### src/rtl/ssrsr_defs.svh
// register offsets, field positions, reset values and timing counts
// assumes inclusion by bare name from rtl/ files
`ifndef SSRSR_DEFS_SVH
`define SSRSR_DEFS_SVH
`define SSRSR_IDX_CH5 8'h2c
`define SSRSR_IDX_CH6 8'h2d
`define SSRSR_IDX_CH7 8'h2e
`define SSRSR_IDX_CTRL 8'h30
`define SSRSR_IDX_STAT 8'h31
`define SSRSR_RST_CH5 8'h04
`define SSRSR_RST_CH6 8'h05
`define SSRSR_RST_CH7 8'h06
`define SSRSR_ROUTE_HI 6
`define SSRSR_ROUTE_LO 5
`define SSRSR_SLOT_HI 4
`define SSRSR_SLOT_LO 0
`define SSRSR_RSVD_BIT 7
`define SSRSR_CLK_NS 20
`define SSRSR_BCLK_MIN_NS 160
`define SSRSR_BCLK_MIN_CYC ((`SSRSR_BCLK_MIN_NS + `SSRSR_CLK_NS - 1) / `SSRSR_CLK_NS)
`endif

### src/rtl/ssrsr_pkg.sv
// types for the secondary serial port receive slot router
// assumes the defs header for numeric constants
package ssrsr_pkg;
    typedef enum logic [1:0] {
        SSRSR_ROUTE_OFF,
        SSRSR_ROUTE_PLAY,
        SSRSR_ROUTE_LOOP,
        SSRSR_ROUTE_CHAIN
    } ssrsr_route_t;
    typedef enum logic {
        SSRSR_FMT_TDM,
        SSRSR_FMT_LR
    } ssrsr_fmt_t;
    typedef enum logic [1:0] {
        SSRSR_DST_PLAY,
        SSRSR_DST_LOOP,
        SSRSR_DST_CHAIN
    } ssrsr_dst_t;
endpackage : ssrsr_pkg

### src/rtl/ssrsr_fifo.sv
// synchronous fifo of flip-flops, valid/ready on both sides
// assumes one clock and a synchronous active-high reset
`timescale 1ns/1ps
`default_nettype none
module ssrsr_fifo #(
    parameter int WIDTH = 40,
    parameter int DEPTH = 16
) (
    input wire logic ref_clk_in,
    input wire logic sys_rst_in,
    input wire logic in_valid_in,
    output logic in_ready_out,
    input wire logic [WIDTH-1:0] in_data_in,
    output logic out_valid_out,
    input wire logic out_ready_in,
    output logic [WIDTH-1:0] out_data_out
);
    localparam int AW = $clog2(DEPTH);
    logic [WIDTH-1:0] mem_reg [DEPTH];
    logic [AW-1:0] wr_reg, wr_next, rd_reg, rd_next;
    logic [AW:0] cnt_reg, cnt_next;
    logic push, pop;
    always_comb begin
        push = in_valid_in && (cnt_reg != AW'(0) + (AW+1)'(DEPTH));
        pop = (cnt_reg != '0) && out_ready_in;
        wr_next = push ? wr_reg + 1'b1 : wr_reg;
        rd_next = pop ? rd_reg + 1'b1 : rd_reg;
        cnt_next = cnt_reg + (AW+1)'(push) - (AW+1)'(pop);
    end
    always_ff @(posedge ref_clk_in) begin
        if (sys_rst_in) begin
            wr_reg <= '0;
            rd_reg <= '0;
            cnt_reg <= '0;
        end else begin
            wr_reg <= wr_next;
            rd_reg <= rd_next;
            cnt_reg <= cnt_next;
        end
        if (push) begin
            mem_reg[wr_reg] <= in_data_in;
        end
    end
    assign in_ready_out = cnt_reg != (AW+1)'(DEPTH);
    assign out_valid_out = cnt_reg != '0;
    assign out_data_out = mem_reg[rd_reg];
endmodule : ssrsr_fifo
`default_nettype wire

### src/rtl/ssrsr_router.sv
// receive channels 5-7 of the secondary serial port: config regs and slot router
// assumes classic wishbone master on ref_clk_in; link pins asynchronous
// Function
// - route zero disables channel, no data
// - route one carries same-numbered playback data
// - ch5: two loops record 1, three reserved
// - ch6: two loops record 2, three chains 1
// - ch7: two loops record 3, three chains 2
// - slot field: tdm direct, left/right halves
// - reset slots 4,5,6, routes disabled
// - bit seven reads zero, not writable
//
// Design decision made here: the Wishbone register port.
`include "ssrsr_defs.svh"
`timescale 1ns/1ps
`default_nettype none
module ssrsr_router #(
    parameter int WORD_BITS = 32,
    parameter int FIFO_DEPTH = 16
) (
    input wire logic ref_clk_in,
    input wire logic sys_rst_in,
    input wire logic wb_cyc_in,
    input wire logic wb_stb_in,
    input wire logic wb_we_in,
    input wire logic [7:0] wb_adr_in,
    input wire logic [3:0] wb_sel_in,
    input wire logic [31:0] wb_dat_in,
    output logic [31:0] wb_dat_out,
    output logic wb_ack_out,
    input wire logic link_bclk_in,
    input wire logic link_fsync_in,
    input wire logic link_din_in,
    output logic rx_valid_out,
    input wire logic rx_ready_in,
    output logic [WORD_BITS-1:0] rx_data_out,
    output logic [1:0] rx_chan_out,
    output var ssrsr_pkg::ssrsr_dst_t rx_dst_out,
    output logic [1:0] rx_dst_idx_out
);
    import ssrsr_pkg::*;
    localparam int FW = WORD_BITS + 6;
    localparam int BW = $clog2(WORD_BITS);

    // word index = byte address / 4
    function automatic logic hit(input logic [7:0] a, input logic [7:0] idx);
        hit = (a[7:2] == idx[5:0]);
    endfunction : hit

    logic [7:0] cfg_reg [3], cfg_next [3];
    ssrsr_fmt_t fmt_reg, fmt_next;
    logic ack_reg, ack_next;
    logic [31:0] rdat_reg, rdat_next;
    logic [7:0] drop_reg, drop_next;
    logic wb_req;
    assign wb_req = wb_cyc_in && wb_stb_in && !ack_reg;

    // register file
    always_comb begin
        for (int i = 0; i < 3; i++) begin
            cfg_next[i] = cfg_reg[i];
        end
        fmt_next = fmt_reg;
        ack_next = wb_req;
        rdat_next = rdat_reg;
        if (wb_req && wb_we_in && wb_sel_in[0]) begin
            if (hit(wb_adr_in, `SSRSR_IDX_CH5)) begin
                cfg_next[0] = {1'b0, wb_dat_in[6:0]};
            end else if (hit(wb_adr_in, `SSRSR_IDX_CH6)) begin
                cfg_next[1] = {1'b0, wb_dat_in[6:0]};
            end else if (hit(wb_adr_in, `SSRSR_IDX_CH7)) begin
                cfg_next[2] = {1'b0, wb_dat_in[6:0]};
            end else if (hit(wb_adr_in, `SSRSR_IDX_CTRL)) begin
                fmt_next = ssrsr_fmt_t'(wb_dat_in[0]);
            end
        end
        if (wb_req && !wb_we_in) begin
            if (hit(wb_adr_in, `SSRSR_IDX_CH5)) begin
                rdat_next = {24'h000000, cfg_reg[0]};
            end else if (hit(wb_adr_in, `SSRSR_IDX_CH6)) begin
                rdat_next = {24'h000000, cfg_reg[1]};
            end else if (hit(wb_adr_in, `SSRSR_IDX_CH7)) begin
                rdat_next = {24'h000000, cfg_reg[2]};
            end else if (hit(wb_adr_in, `SSRSR_IDX_CTRL)) begin
                rdat_next = {31'h00000000, fmt_reg};
            end else if (hit(wb_adr_in, `SSRSR_IDX_STAT)) begin
                rdat_next = {24'h000000, drop_reg};
            end else begin
                rdat_next = 32'h00000000; // unmapped reads zero
            end
        end
    end
    always_ff @(posedge ref_clk_in) begin
        if (sys_rst_in) begin
            cfg_reg[0] <= `SSRSR_RST_CH5;
            cfg_reg[1] <= `SSRSR_RST_CH6;
            cfg_reg[2] <= `SSRSR_RST_CH7;
            fmt_reg <= SSRSR_FMT_TDM;
            ack_reg <= 1'b0;
            rdat_reg <= 32'h00000000;
        end else begin
            for (int i = 0; i < 3; i++) begin
                cfg_reg[i] <= cfg_next[i];
            end
            fmt_reg <= fmt_next;
            ack_reg <= ack_next;
            rdat_reg <= rdat_next;
        end
    end
    assign wb_ack_out = ack_reg;
    assign wb_dat_out = rdat_reg;

    // link synchronisers; first stage read only by second
    logic [1:0] bclk_s_reg, fs_s_reg, din_s_reg;
    logic bclk_d_reg, fs_d_reg;
    always_ff @(posedge ref_clk_in) begin
        if (sys_rst_in) begin
            bclk_s_reg <= 2'b00;
            fs_s_reg <= 2'b00;
            din_s_reg <= 2'b00;
            bclk_d_reg <= 1'b0;
            fs_d_reg <= 1'b0;
        end else begin
            bclk_s_reg <= {bclk_s_reg[0], link_bclk_in};
            fs_s_reg <= {fs_s_reg[0], link_fsync_in};
            din_s_reg <= {din_s_reg[0], link_din_in};
            bclk_d_reg <= bclk_s_reg[1];
            fs_d_reg <= fs_s_reg[1];
        end
    end
    logic bclk_rise;
    assign bclk_rise = bclk_s_reg[1] && !bclk_d_reg;

    // deserialiser: tdm counts slots from fsync rise; lr format
    // splits at fsync level (low left, high right)
    logic [4:0] slot_reg, slot_next;
    logic [BW-1:0] bit_reg, bit_next;
    logic [WORD_BITS-1:0] sh_reg, sh_next;
    logic fs_prev_reg, fs_prev_next;
    logic wvalid_reg, wvalid_next;
    logic [4:0] wslot_reg, wslot_next;
    logic [WORD_BITS-1:0] wdata_reg, wdata_next;
    always_comb begin
        slot_next = slot_reg;
        bit_next = bit_reg;
        sh_next = sh_reg;
        fs_prev_next = fs_prev_reg;
        wvalid_next = 1'b0;
        wslot_next = wslot_reg;
        wdata_next = wdata_reg;
        if (bclk_rise) begin
            fs_prev_next = fs_d_reg;
            sh_next = {sh_reg[WORD_BITS-2:0], din_s_reg[1]};
            if (fs_d_reg != fs_prev_reg && (fmt_reg == SSRSR_FMT_LR || fs_d_reg)) begin
                bit_next = BW'(1);
                sh_next = {{(WORD_BITS-1){1'b0}}, din_s_reg[1]};
                if (fmt_reg == SSRSR_FMT_LR) begin
                    slot_next = {fs_d_reg, 4'h0};
                end else begin
                    slot_next = 5'h00;
                end
            end else if (bit_reg == BW'(WORD_BITS-1)) begin
                bit_next = '0;
                wvalid_next = 1'b1;
                wslot_next = slot_reg;
                wdata_next = {sh_reg[WORD_BITS-2:0], din_s_reg[1]};
                slot_next = slot_reg + 1'b1;
            end else begin
                bit_next = bit_reg + 1'b1;
            end
        end
    end
    always_ff @(posedge ref_clk_in) begin
        if (sys_rst_in) begin
            slot_reg <= 5'h00;
            bit_reg <= '0;
            sh_reg <= '0;
            fs_prev_reg <= 1'b0;
            wvalid_reg <= 1'b0;
            wslot_reg <= 5'h00;
            wdata_reg <= '0;
        end else begin
            slot_reg <= slot_next;
            bit_reg <= bit_next;
            sh_reg <= sh_next;
            fs_prev_reg <= fs_prev_next;
            wvalid_reg <= wvalid_next;
            wslot_reg <= wslot_next;
            wdata_reg <= wdata_next;
        end
    end

    // slot match and route; lowest channel wins a shared slot
    logic hit_any;
    logic [1:0] hit_ch;
    ssrsr_route_t hit_route;
    logic f_ready;
    logic [FW-1:0] f_in;
    logic [1:0] dst_code;
    always_comb begin
        hit_any = 1'b0;
        hit_ch = 2'd0;
        hit_route = SSRSR_ROUTE_OFF;
        for (int i = 2; i >= 0; i--) begin
            if (cfg_reg[i][`SSRSR_SLOT_HI:`SSRSR_SLOT_LO] == wslot_reg &&
                    cfg_reg[i][`SSRSR_ROUTE_HI:`SSRSR_ROUTE_LO] != 2'b00 &&
                    !(i == 0 && cfg_reg[i][`SSRSR_ROUTE_HI:`SSRSR_ROUTE_LO] == 2'b11)) begin
                hit_any = 1'b1;
                hit_ch = 2'(i);
                hit_route = ssrsr_route_t'(cfg_reg[i][`SSRSR_ROUTE_HI:`SSRSR_ROUTE_LO]);
            end
        end
        case (hit_route)
            SSRSR_ROUTE_LOOP: dst_code = SSRSR_DST_LOOP;
            SSRSR_ROUTE_CHAIN: dst_code = SSRSR_DST_CHAIN;
            default: dst_code = SSRSR_DST_PLAY;
        endcase
        f_in = {hit_ch, dst_code, 2'b00, wdata_reg};
    end
    // destination index: play ch 5..7, loop record 1..3, chain device 1..2
    logic [1:0] o_ch, o_dst;
    logic o_valid;
    logic [WORD_BITS-1:0] o_data;
    logic [1:0] o_pad;
    ssrsr_fifo #(.WIDTH(FW), .DEPTH(FIFO_DEPTH)) u_fifo (
        .ref_clk_in(ref_clk_in),
        .sys_rst_in(sys_rst_in),
        .in_valid_in(wvalid_reg && hit_any),
        .in_ready_out(f_ready),
        .in_data_in(f_in),
        .out_valid_out(o_valid),
        .out_ready_in(!rx_valid_out || rx_ready_in),
        .out_data_out({o_ch, o_dst, o_pad, o_data})
    );

    // output stage straight from flops; drops counted when fifo full
    logic ov_reg, ov_next;
    logic [WORD_BITS-1:0] od_reg, od_next;
    logic [1:0] oc_reg, oc_next, odst_reg, odst_next, oi_reg, oi_next;
    always_comb begin
        ov_next = ov_reg;
        od_next = od_reg;
        oc_next = oc_reg;
        odst_next = odst_reg;
        oi_next = oi_reg;
        drop_next = drop_reg;
        if (!ov_reg || rx_ready_in) begin
            ov_next = o_valid;
            od_next = o_data;
            oc_next = o_ch;
            odst_next = o_dst;
            oi_next = (o_dst == SSRSR_DST_CHAIN) ? o_ch - 2'd1 : o_ch;
        end
        if (wvalid_reg && hit_any && !f_ready && drop_reg != 8'hff) begin
            drop_next = drop_reg + 8'h01;
        end
    end
    always_ff @(posedge ref_clk_in) begin
        if (sys_rst_in) begin
            ov_reg <= 1'b0;
            od_reg <= '0;
            oc_reg <= 2'd0;
            odst_reg <= 2'd0;
            oi_reg <= 2'd0;
            drop_reg <= 8'h00;
        end else begin
            ov_reg <= ov_next;
            od_reg <= od_next;
            oc_reg <= oc_next;
            odst_reg <= odst_next;
            oi_reg <= oi_next;
            drop_reg <= drop_next;
        end
    end
    assign rx_valid_out = ov_reg;
    assign rx_data_out = od_reg;
    assign rx_chan_out = oc_reg;
    assign rx_dst_out = ssrsr_dst_t'(odst_reg);
    assign rx_dst_idx_out = oi_reg;
endmodule : ssrsr_router
`default_nettype wire

### config.mk
export PLATFORM = sky130hd
export DESIGN_NAME = ssrsr_router
export DESIGN_NICKNAME = d
export VERILOG_FILES = /design/src/rtl/ssrsr_pkg.sv /design/src/rtl/ssrsr_fifo.sv /design/src/rtl/ssrsr_router.sv
export VERILOG_INCLUDE_DIRS = /design/src /design/src/rtl
export SDC_FILE = /design/constraint.sdc
export NUM_CORES = 1
export LEC_CHECK = 0
export ABC_CLOCK_PERIOD_IN_PS = 6400
export BUFFER_PORTS_ARGS = -buffer_cell sky130_fd_sc_hd__buf_2
export CORE_ASPECT_RATIO = 1.4
export CORE_MARGIN = 5
export CORE_UTILIZATION = 60
export CTS_BUF_LIST = sky130_fd_sc_hd__clkbuf_8
export DETAILED_ROUTE_END_ITERATION = 8
export GPL_ROUTABILITY_DRIVEN = 0
export PLACE_DENSITY = 0.78
export SLEW_MARGIN = 20
export SYNTH_ARGS = -nofsm -noshare
export SYNTH_HDL_FRONTEND = slang
export SYNTH_SLANG_ARGS = --single-unit
### constraint.sdc
create_clock -name ref_clk_in -period 6.4 [get_ports ref_clk_in]
set_clock_uncertainty 0.1 [all_clocks]
set_input_delay 0 -clock ref_clk_in [delete_from_list [all_inputs] [get_ports ref_clk_in]]
set_output_delay 0 -clock ref_clk_in [all_outputs]
set_load 0.05 [all_outputs]
==> impl_metrics.yaml, run 1 <==
finish:
  design_area_um2: 32500
  largest_reg_flops: 576
  fin_nets: 1896
  area_delta_synth_final_pct: 12.2
  fillers: 2954
  layout-drive-gt1-share_pct: 23.6
min_path:
  holdPathEnd: "cfg_reg[0][14]"
  hold_depth: 4
  min_path_type: "in -> reg"
  worstHoldStart: "wb_dat_in[6]"
routing:
  wirelength_um: 62100
  drcViolationCount: 0
  first_pass_iters: 8
  wl_per_cell_um: 24.4
  via_count: 15600
  drt_iter0_markers: 1461
  final_antenna_net_count: 0
  vias_per_cell: 6.12
timing:
  max_slew_margin_pct: 30.2
  slew_viol_final: 0
  hold-worst-slack_ns: 0.0621
  rsz0062_at_grt: "false"
  fmax_mhz: 282
  tightestPinTransition_ns: 1.05
  finalSetupTns_ns: 0
  finalHoldViolations: 0
  period_needed_ns: 3.54
  period_share_pct: 55.3
  setup_violations: 0
floorplanning:
  initial_core_util_pct: 60.5
  fp.coreArea_um2: 47900
  row_count: 95
  die_y_um: 270
  die_area_um2: 52800
  ios: 125
  die_w_um: 196
clock_network:
  cts_root_buffer: "clkbuf_8"
  cts_resized: 0
  cts.sinks: 759
  cts_buffer_depth: 3
  cts_buffers: 104
  htree_num_levels: 3
  clock_latency_ns: 0.67
  cts_tree: "done"
  clk_pin_slew_worst_paths_ns: 0.06
critical_path:
  r2r-start: "wslot_reg[4]"
  crit_fanout: 21
  end_kind: "flip-flop"
  cp-start-kind: "flip-flop"
  r2r_end: "u_fifo.mem_reg[13][18]"
  r2r_slack_ns: 2.86
  reg2reg_depth: 8
  cp.arrival_ns: 3.77
  setup.worst_path.class: "reg -> reg"
  critPathRequiredTime_ns: 6.63
logic_synthesis:
  synthTopCellsByArea: "edfxtp_1 60%, mux4_2 14%, dfxtp_1 13%"
  synth_flop_cell: "edfxtp_1"
  synth_cell_type_count: 57
  yosys.area.top_type: "edfxtp_1"
  synth.cell_area_um2: 29000
  async_flop_share_pct: 0
  ys_seq_elements: 759
  yosysWarnings: 0
  synth.avg_cell_area_um2: 17.4
  yosysTopAreaCellShare_pct: 59.7
  yosysSeqAreaShare_pct: 72.3
  synth-edff-count: 576
  synth_cells: 1662
power:
  powerDensity_nw_per_um2: 339
  leakage_nw: 10.8
  ir_drop_mv: 0.235
global_route:
  antenna_found_initial: 1
  grt_pass1_vias: 16700
  grt_pass1_wl_um: 95600
  grt_max_degree: 115
  grtUsageTotal_pct: 23.8
  grt_overflow_total: 0
place:
  hpwl_um: 31900
  portBuffers: 70
  post_dp_cell_area_um2: 30000
run:
  cap_violations: 0
status:
  outcome: "finished clean"
layout make-up:
class	instances	area (µm²)	share of cell area (%)
diodes	1	2.50	0.00770
clock buffers	118	1620	5.00
clock inverters	80	385	1.19
multi-input cells	801	7590	23.3
repair buffers	150	1100	3.39
inverters	11	41.3	0.127
flip-flops and latches	759	21000	64.5
well taps	630	788	2.43
report_power, final:
group	internal (W)	switching (W)
combinational	0.000986	0.000977
clock	0.00177	0.00173
sequential	0.00533	0.000224
critical path, cell delays in order, from the launching register on:
cell and delay (ns):
dfxtp_1 0.37, xor2_1 0.19, nor4_1 0.46, and3_1 0.37
o31ai_1 0.15, inv_2 0.19, nand2_1 0.15, nor2_4 0.74
buf_4 0.45
routing by layer:
layer	share of wire [%]	vias up	track usage, %	routed length (µm)
met2	54	739	42.7	33700
met1	35	7950	29.1	22000
met3	7.4	137	3.88	4610
li1	-	6776	-	-
met5	0	-	0	0
met4	3.0	0	9.06	1860
cells by family (layout without fill, tap and decap cells):
kind of cell    after synthesis  in the layout  synth area share (%)
xor+xnor                     31             31                 0.937
buf+inv                     125            359                  2.06
compound gates              172            172                  3.81
fa+ha+maj                    16             16                 0.717
simple gates                356            356                  5.44
mux                         202            202                  14.7
other cells                   1             25                0.0129
flops                       759            759                  72.3
layout by cell type (no fill, tap or decap), types with 19 or more instances in the layout:
cell / instances
a21oi_1: 84
nand2_1: 165
dlygate4sd3_1: 48
dfxtp_1: 179
buf_4: 30
conb_1: 24
nor2b_1: 28
nor2_1: 93
inv_1: 52
xor2_1: 19
buf_2: 69
edfxtp_1: 576
mux2i_1: 20
clkbuf_8: 118
mux4_2: 178
a22oi_1: 49
cell usage after synthesis, types with 12 or more instances:
master    instances
mux2i_1          20
ha_1             15
dfxtp_1         183
nor2_1           97
a22oi_1          49
edfxtp_1        576
buf_2            23
nand3_1          13
buf_1            14
nor2b_1          29
mux4_2          178
and3_1           13
nand2_1         165
xnor2_1          12
xor2_1           19
clkbuf_1         52
a21oi_1          84
buf_4            24
stage by stage:
stage / instances / setup slack [ns] / total power, W / utilization (%)
floorplan: 1685 / 1.70 / 0.00722 / -
global placement: 2303 / 2.58 / 0.00760 / 62.6
detailed placement: 2303 / 2.86 / 0.00764 / 62.6
CTS: 2549 / 2.83 / 0.0111 / 67.8
global route: 2550 / 2.64 / 0.0115 / 67.9
finish: 2550 / 2.86 / 0.0110 / 67.9
how the worst max path moves through the flow:
stage,startpoint,endpoint,slack [ns],depth (start not counted)
floorplan,wslot_reg[4],u_fifo.mem_reg[0][0],1.70,9
global placement,wslot_reg[4],u_fifo.mem_reg[2][26],2.58,8
detailed placement,wslot_reg[4],u_fifo.mem_reg[13][20],2.86,8
CTS,wslot_reg[4],u_fifo.mem_reg[12][18],2.83,8
global route,wslot_reg[4],u_fifo.mem_reg[12][19],2.64,8
finish,wslot_reg[4],u_fifo.mem_reg[13][18],2.86,8
repair_timing:
action                                 in CTS  in global routing
endpoints found under the hold margin     139                  0
buffers inserted                            0                  0
hold buffers                               48                  0
No activity file was read; power rests on OpenSTA's default activity.
==> inputs of run 2 (changes only) <==
--- a/config.mk
+++ b/config.mk
@@ -6,11 +6,11 @@
 export SDC_FILE = /design/constraint.sdc
 export NUM_CORES = 1
 export LEC_CHECK = 0
-export ABC_CLOCK_PERIOD_IN_PS = 6400
+export ABC_CLOCK_PERIOD_IN_PS = 2950
 export BUFFER_PORTS_ARGS = -buffer_cell sky130_fd_sc_hd__buf_2
 export CORE_ASPECT_RATIO = 1.4
 export CORE_MARGIN = 5
-export CORE_UTILIZATION = 60
+export CORE_UTILIZATION = 57
 export CTS_BUF_LIST = sky130_fd_sc_hd__clkbuf_8
 export DETAILED_ROUTE_END_ITERATION = 8
 export GPL_ROUTABILITY_DRIVEN = 0
==> constraint.sdc (replaced) <==
create_clock -name ref_clk_in -period 2.95 [get_ports ref_clk_in]
set_clock_uncertainty 0.1 [all_clocks]
set_input_delay 0 -clock ref_clk_in [delete_from_list [all_inputs] [get_ports ref_clk_in]]
set_output_delay 0 -clock ref_clk_in [all_outputs]
set_load 0.05 [all_outputs]
==> impl_metrics.yaml, run 2 (synthesized netlist as in run 1, its figures left out) <==
run:
  cap_violations: 0
floorplanning:
  initial_core_util_pct: 57.7
  fp.coreArea_um2: 50200
  die_area_um2: 55500
  die_y_um: 277
  die_w_um: 201
  row_count: 97
  ios: 125
critical_path:
  r2r_slack_ns: 0.15
  r2r-start: "wslot_reg[3]"
  cp-start-kind: "flip-flop"
  slowest_delay_ns: 0.45
  path_cells: "xor2_1 > nor4_1 > and3_1 > o31ai_4 > inv_2 > ha_1 > fa_1 > a21oi_1 > nor2_1 > or3_1 > a21oi_1"
  crit_top_cell: "a21oi_1"
  path_buf_inv: 1
  cp-startpoint: "wslot_reg[3]"
  end_kind: "flip-flop"
  crit_fanout: 4
  critPathRequiredTime_ns: 3.45
  critPathSlowestCell: "fa_1"
  cp.arrival_ns: 3.30
  setup.worst_path.class: "reg -> reg"
  crit_family: "simple AND/OR/NAND/NOR gates"
timing:
  slew_viol_final: 0
  period_needed_ns: 2.80
  tightestPinTransition_ns: 1.09
  fmax_mhz: 358
  finalHoldViolations: 0
  max_slew_margin_pct: 26.9
  setup_violations: 0
  period_share_pct: 94.8
power:
  leakage_nw: 11.0
  ir_drop_mv: 0.375
  p_total_w: 0.0243
  powerDensity_nw_per_um2: 733
clock_network:
  clk_pin_slew_worst_paths_ns: 0.07
  cts_root_buffer: "clkbuf_8"
  cts_buffer_depth: 3
  htree_num_levels: 3
  cts_buffers: 105
  clock_latency_ns: 0.69
  cts.sinks: 759
  cts_tree: "done"
global_route:
  grt_pass1_wl_um: 94300
  antenna_found_initial: 1
  grtUsageTotal_pct: 22.1
  grt_pass1_vias: 16300
  grt_overflow_total: 0
  grt_max_degree: 120
finish:
  mostFrequentLayoutCells: "576 x edfxtp_1, 178 x mux4_2, 176 x dfxtp_1"
  final_cells: 2584
  fillers: 3232
  largest_reg_flops: 576
  layout-drive-gt1-share_pct: 25.1
  area_delta_synth_final_pct: 14.2
  fin_nets: 1919
  final_common_cell: "edfxtp_1"
routing:
  drt_iter0_markers: 1362
  drcViolationCount: 0
  final_antenna_net_count: 0
  first_pass_iters: 5
  wl_per_cell_um: 23.5
  vias_per_cell: 5.98
  wirelength_um: 60800
  via_count: 15400
place:
  hpwl_um: 34100
  dp_cells: 2342
  portBuffers: 70
min_path:
  min_path_type: "in -> reg"
  worstHoldStart: "wb_cyc_in"
status:
  outcome: "finished clean"
[run 2: changes by cell type in the layout (fill, tap and decap cells not counted), moves of 2 or more]
cell / previous run / this run
inv_1: 52 / 55
dfxtp_2: 1 / 4
inv_6: 0 / 2
clkinv_1: 17 / 13
clkinvlp_4: 3 / 1
nor3_2: 5 / 2
nor3_4: 1 / 4
dfxtp_1: 179 / 176
dlygate4sd3_1: 48 / 44
buf_12: 2 / 27
[run 2: layout make-up]
type	count	area (µm²)	area share, %
diodes	1	2.50	0.00756
clock buffers	119	1640	4.95
clock inverters	78	400	1.21
inverters	11	41.3	0.125
multi-input cells	801	7650	23.1
flip-flops and latches	759	21000	63.4
well taps	643	805	2.43
repair buffers	172	1570	4.75
[run 2: tightest hold or removal path: cells and delay by family]
kind / cells / cell delay (ns)
AND/OR/NAND/NOR: 3 / 0.32
buffers and inverters: 2 / 0.15
AO/OA/AOI/OAI: 1 / 0.29
[run 2: path summary, 6_finish.rpt]
kind | cells after the start | to
max reg2reg | 11 | u_fifo.cnt_reg[4]
min reg2reg | 1 | bclk_s_reg[1]
min | 6 | cfg_reg[0][18]
max | 11 | u_fifo.cnt_reg[4]
[run 2: timing repair]
action / CTS / global route
hold endpoints to repair: 145 / 0
hold buffers: 44 / 0
endpoints found under the setup margin: 0 / 61
setup buffers: 0 / 0
resized for setup: 0 / 6
[run 2: routing by layer]
| metal | wire length, µm | vias to the layer above | track usage [%] |
|---|---|---|---|
| met5 | 0 | - | 0 |
| met4 | 1250 | 0 | 6.62 |
| met3 | 3840 | 88 | 3.94 |
| li1 | - | 6831 | - |
| met2 | 32900 | 600 | 39.6 |
| met1 | 22700 | 7930 | 27.6 |
[run 2: power by group]
group	switching (W)	leakage (nW)	internal, W
Sequential	0.000223	6.75	0.0116
Combinational	0.00244	3.07	0.00230
Clock	0.00377	1.22	0.00396
[run 2: per-stage QoR]
| stage | hold slack [ns] | util, % | setup TNS, ns | setup WS, ns | instance area, µm² |
|---|---|---|---|---|---|
| floorplan | 0.0179 | - | -0.506 | -0.0141 | 29200 |
| global placement | 0.116 | 60.8 | 0 | 0.179 | 30600 |
| detailed placement | 0.121 | 60.8 | 0 | 0.0690 | 30600 |
| CTS | 0.00629 | 65.8 | 0 | 0.0463 | 33000 |
| global route | 0.0541 | 65.8 | -0.0358 | -0.0358 | 33100 |
| finish | 0.0259 | 65.8 | 0 | 0.155 | 33100 |
==> inputs of run 3 (changes only) <==
--- a/config.mk
+++ b/config.mk
@@ -6,7 +6,6 @@
 export SDC_FILE = /design/constraint.sdc
 export NUM_CORES = 1
 export LEC_CHECK = 0
-export ABC_CLOCK_PERIOD_IN_PS = 2950
 export BUFFER_PORTS_ARGS = -buffer_cell sky130_fd_sc_hd__buf_2
 export CORE_ASPECT_RATIO = 1.4
 export CORE_MARGIN = 5
==> constraint.sdc (replaced) <==
create_clock -name ref_clk_in -period 2.95 [get_ports ref_clk_in]
set_clock_uncertainty 0.1 [all_clocks]
set_input_delay 0.885 -clock ref_clk_in [delete_from_list [all_inputs] [get_ports ref_clk_in]]
set_output_delay 0.885 -clock ref_clk_in [all_outputs]
set_load 0.05 [all_outputs]
==> impl_metrics.yaml, run 3 (synthesized netlist as in run 1, its figures left out) <==
place:
  dp_cells: 2356
  hpwl_um: 34100
  post_dp_cell_area_um2: 30700
  dpl_worst_slack_ns: 0.00993
  portBuffers: 70
timing:
  tightestPinTransition_ns: 0.860
  setup_ws_ns: 0.147
  fmax_mhz: 357
  period_needed_ns: 2.80
  setup_violations: 0
  period_share_pct: 95.0
  slew_viol_final: 0
  max_slew_margin_pct: 41.7
  rsz0062_at_grt: "false"
  finalHoldViolations: 0
critical_path:
  cp-start-kind: "flip-flop"
  setup.worst_path.class: "reg -> reg"
  crit_fanout: 4
  r2r-start: "wslot_reg[0]"
  critPathRequiredTime_ns: 3.45
  reg2reg_depth: 11
  end_kind: "flip-flop"
  r2r_slack_ns: 0.15
  cp-startpoint: "wslot_reg[0]"
  r2r_end: "u_fifo.cnt_reg[4]"
  crit_end: "u_fifo.cnt_reg[4]"
  cp.arrival_ns: 3.30
global_route:
  grt_pass1_vias: 16000
  grt_pass1_wl_um: 92800
  antenna_found_initial: 1
  grt_max_degree: 83
  grt_overflow_total: 0
  grtUsageTotal_pct: 21.7
finish:
  largest_reg_flops: 576
  area_delta_synth_final_pct: 13.7
  final_common_cell: "edfxtp_1"
  final_cells: 2557
  layout-drive-gt1-share_pct: 27.2
  fillers: 3285
  design_area_um2: 33000
  fin_util_pct: 65.6
  mostFrequentLayoutCells: "576 x edfxtp_1, 178 x mux4_2, 178 x dfxtp_1"
  fin_nets: 1889
status:
  outcome: "finished clean"
clock_network:
  cts_buffer_depth: 3
  htree_num_levels: 3
  cts_buffers: 105
  clk_pin_slew_worst_paths_ns: 0.07
  cts.sinks: 759
  cts_root_buffer: "clkbuf_8"
  cts_tree: "done"
  clock_latency_ns: 0.67
power:
  leakage_nw: 11.0
  p_total_w: 0.0248
  powerDensity_nw_per_um2: 754
  ir_drop_mv: 0.477
routing:
  wl_met1_um: 21700
  wl_met3_um: 4110
  first_pass_iters: 6
  dr_wl_met2_um: 32500
  wirelength_um: 59800
  wl_per_cell_um: 23.4
  topRoutingLayerUsed: "met4"
  via_count: 15200
  final_antenna_net_count: 0
  drt_iter0_markers: 1264
  vias_per_cell: 5.95
  drcViolationCount: 0
floorplanning:
  die_y_um: 277
  row_count: 97
  initial_core_util_pct: 57.7
  fp.coreArea_um2: 50200
  die_area_um2: 55500
  die_w_um: 201
  ios: 125
min_path:
  hold_depth: 2
  min_path_type: "in -> reg"
run:
  cap_violations: 0
## run 3: changes by cell type in the layout (fill, tap and decap cells not counted), sizes merged
cell,change
dlygate4sd3,-44
inv,-16
buf,+14
clkbuf,+10
clkinv,+4
bufinv,+3
clkinvlp,+2
## run 3: report_power, final
part | leakage (nW) | internal, W | switching [W] | total, W
clock network | 1.27 | 0.00449 | 0.00379 | 0.00829
registers | 6.75 | 0.0116 | 0.000210 | 0.0118
logic | 2.95 | 0.00234 | 0.00245 | 0.00478
total | 11.0 | 0.0184 | 0.00645 | 0.0248
## run 3: cell type report
| cell class | count | area, µm² | share of cell area (%) |
|---|---|---|---|
| Antenna cell | 1 | 2.50 | 0.00759 |
| Clock buffer | 129 | 1780 | 5.39 |
| Clock inverter | 71 | 462 | 1.40 |
| Inverter | 11 | 41.3 | 0.125 |
| Multi-Input combinational cell | 801 | 7650 | 23.2 |
| Sequential cell | 759 | 21000 | 63.6 |
| Tap cell | 643 | 805 | 2.44 |
| Timing Repair Buffer | 142 | 1250 | 3.78 |
## run 3: repair_timing
item,CTS,global route
resized for setup,0,5
hold buffers,0,0
endpoints found under the hold margin,0,0
buffers inserted,0,0
endpoints found under the setup margin,0,117
## run 3: worst min-delay path by stage
stage / start / to / slack, ns
after CTS: link_fsync_in / fs_s_reg[0] / 0.28
after global routing: link_fsync_in / fs_s_reg[0] / 0.31
after floorplan: bclk_s_reg[0] / bclk_s_reg[1] / 0.31
after global placement: fs_s_reg[0] / fs_s_reg[1] / 0.32
final: link_fsync_in / fs_s_reg[0] / 0.33
after detailed placement: fs_s_reg[0] / fs_s_reg[1] / 0.33
## run 3: worst max-delay path, cell delays in order, from the launching register on
cell and delay [ns]:
dfxtp_1 0.42, xor2_1 0.25, nor4_2 0.11, and3_1 0.20, o31ai_4 0.28, inv_2 0.07
ha_1 0.24, fa_2 0.37, a21oi_1 0.16, nor2_1 0.07, or3_1 0.34, a21oi_1 0.14
## run 3: per-stage QoR
stage | TNS, ns | hold slack (ns)
final | 0 | 0.327
after global routing | 0 | 0.305
after CTS | 0 | 0.278
after detailed placement | 0 | 0.327
after global placement | -0.0112 | 0.318
after floorplan | -0.506 | 0.314
## run 3: metal layers
layer | vias to the layer above | track usage (%)
met2 | 602 | 39.1
met3 | 111 | 4.08
met1 | 7737 | 26.7
li1 | 6760 | -
met4 | 0 | 7.03
met5 | - | 0
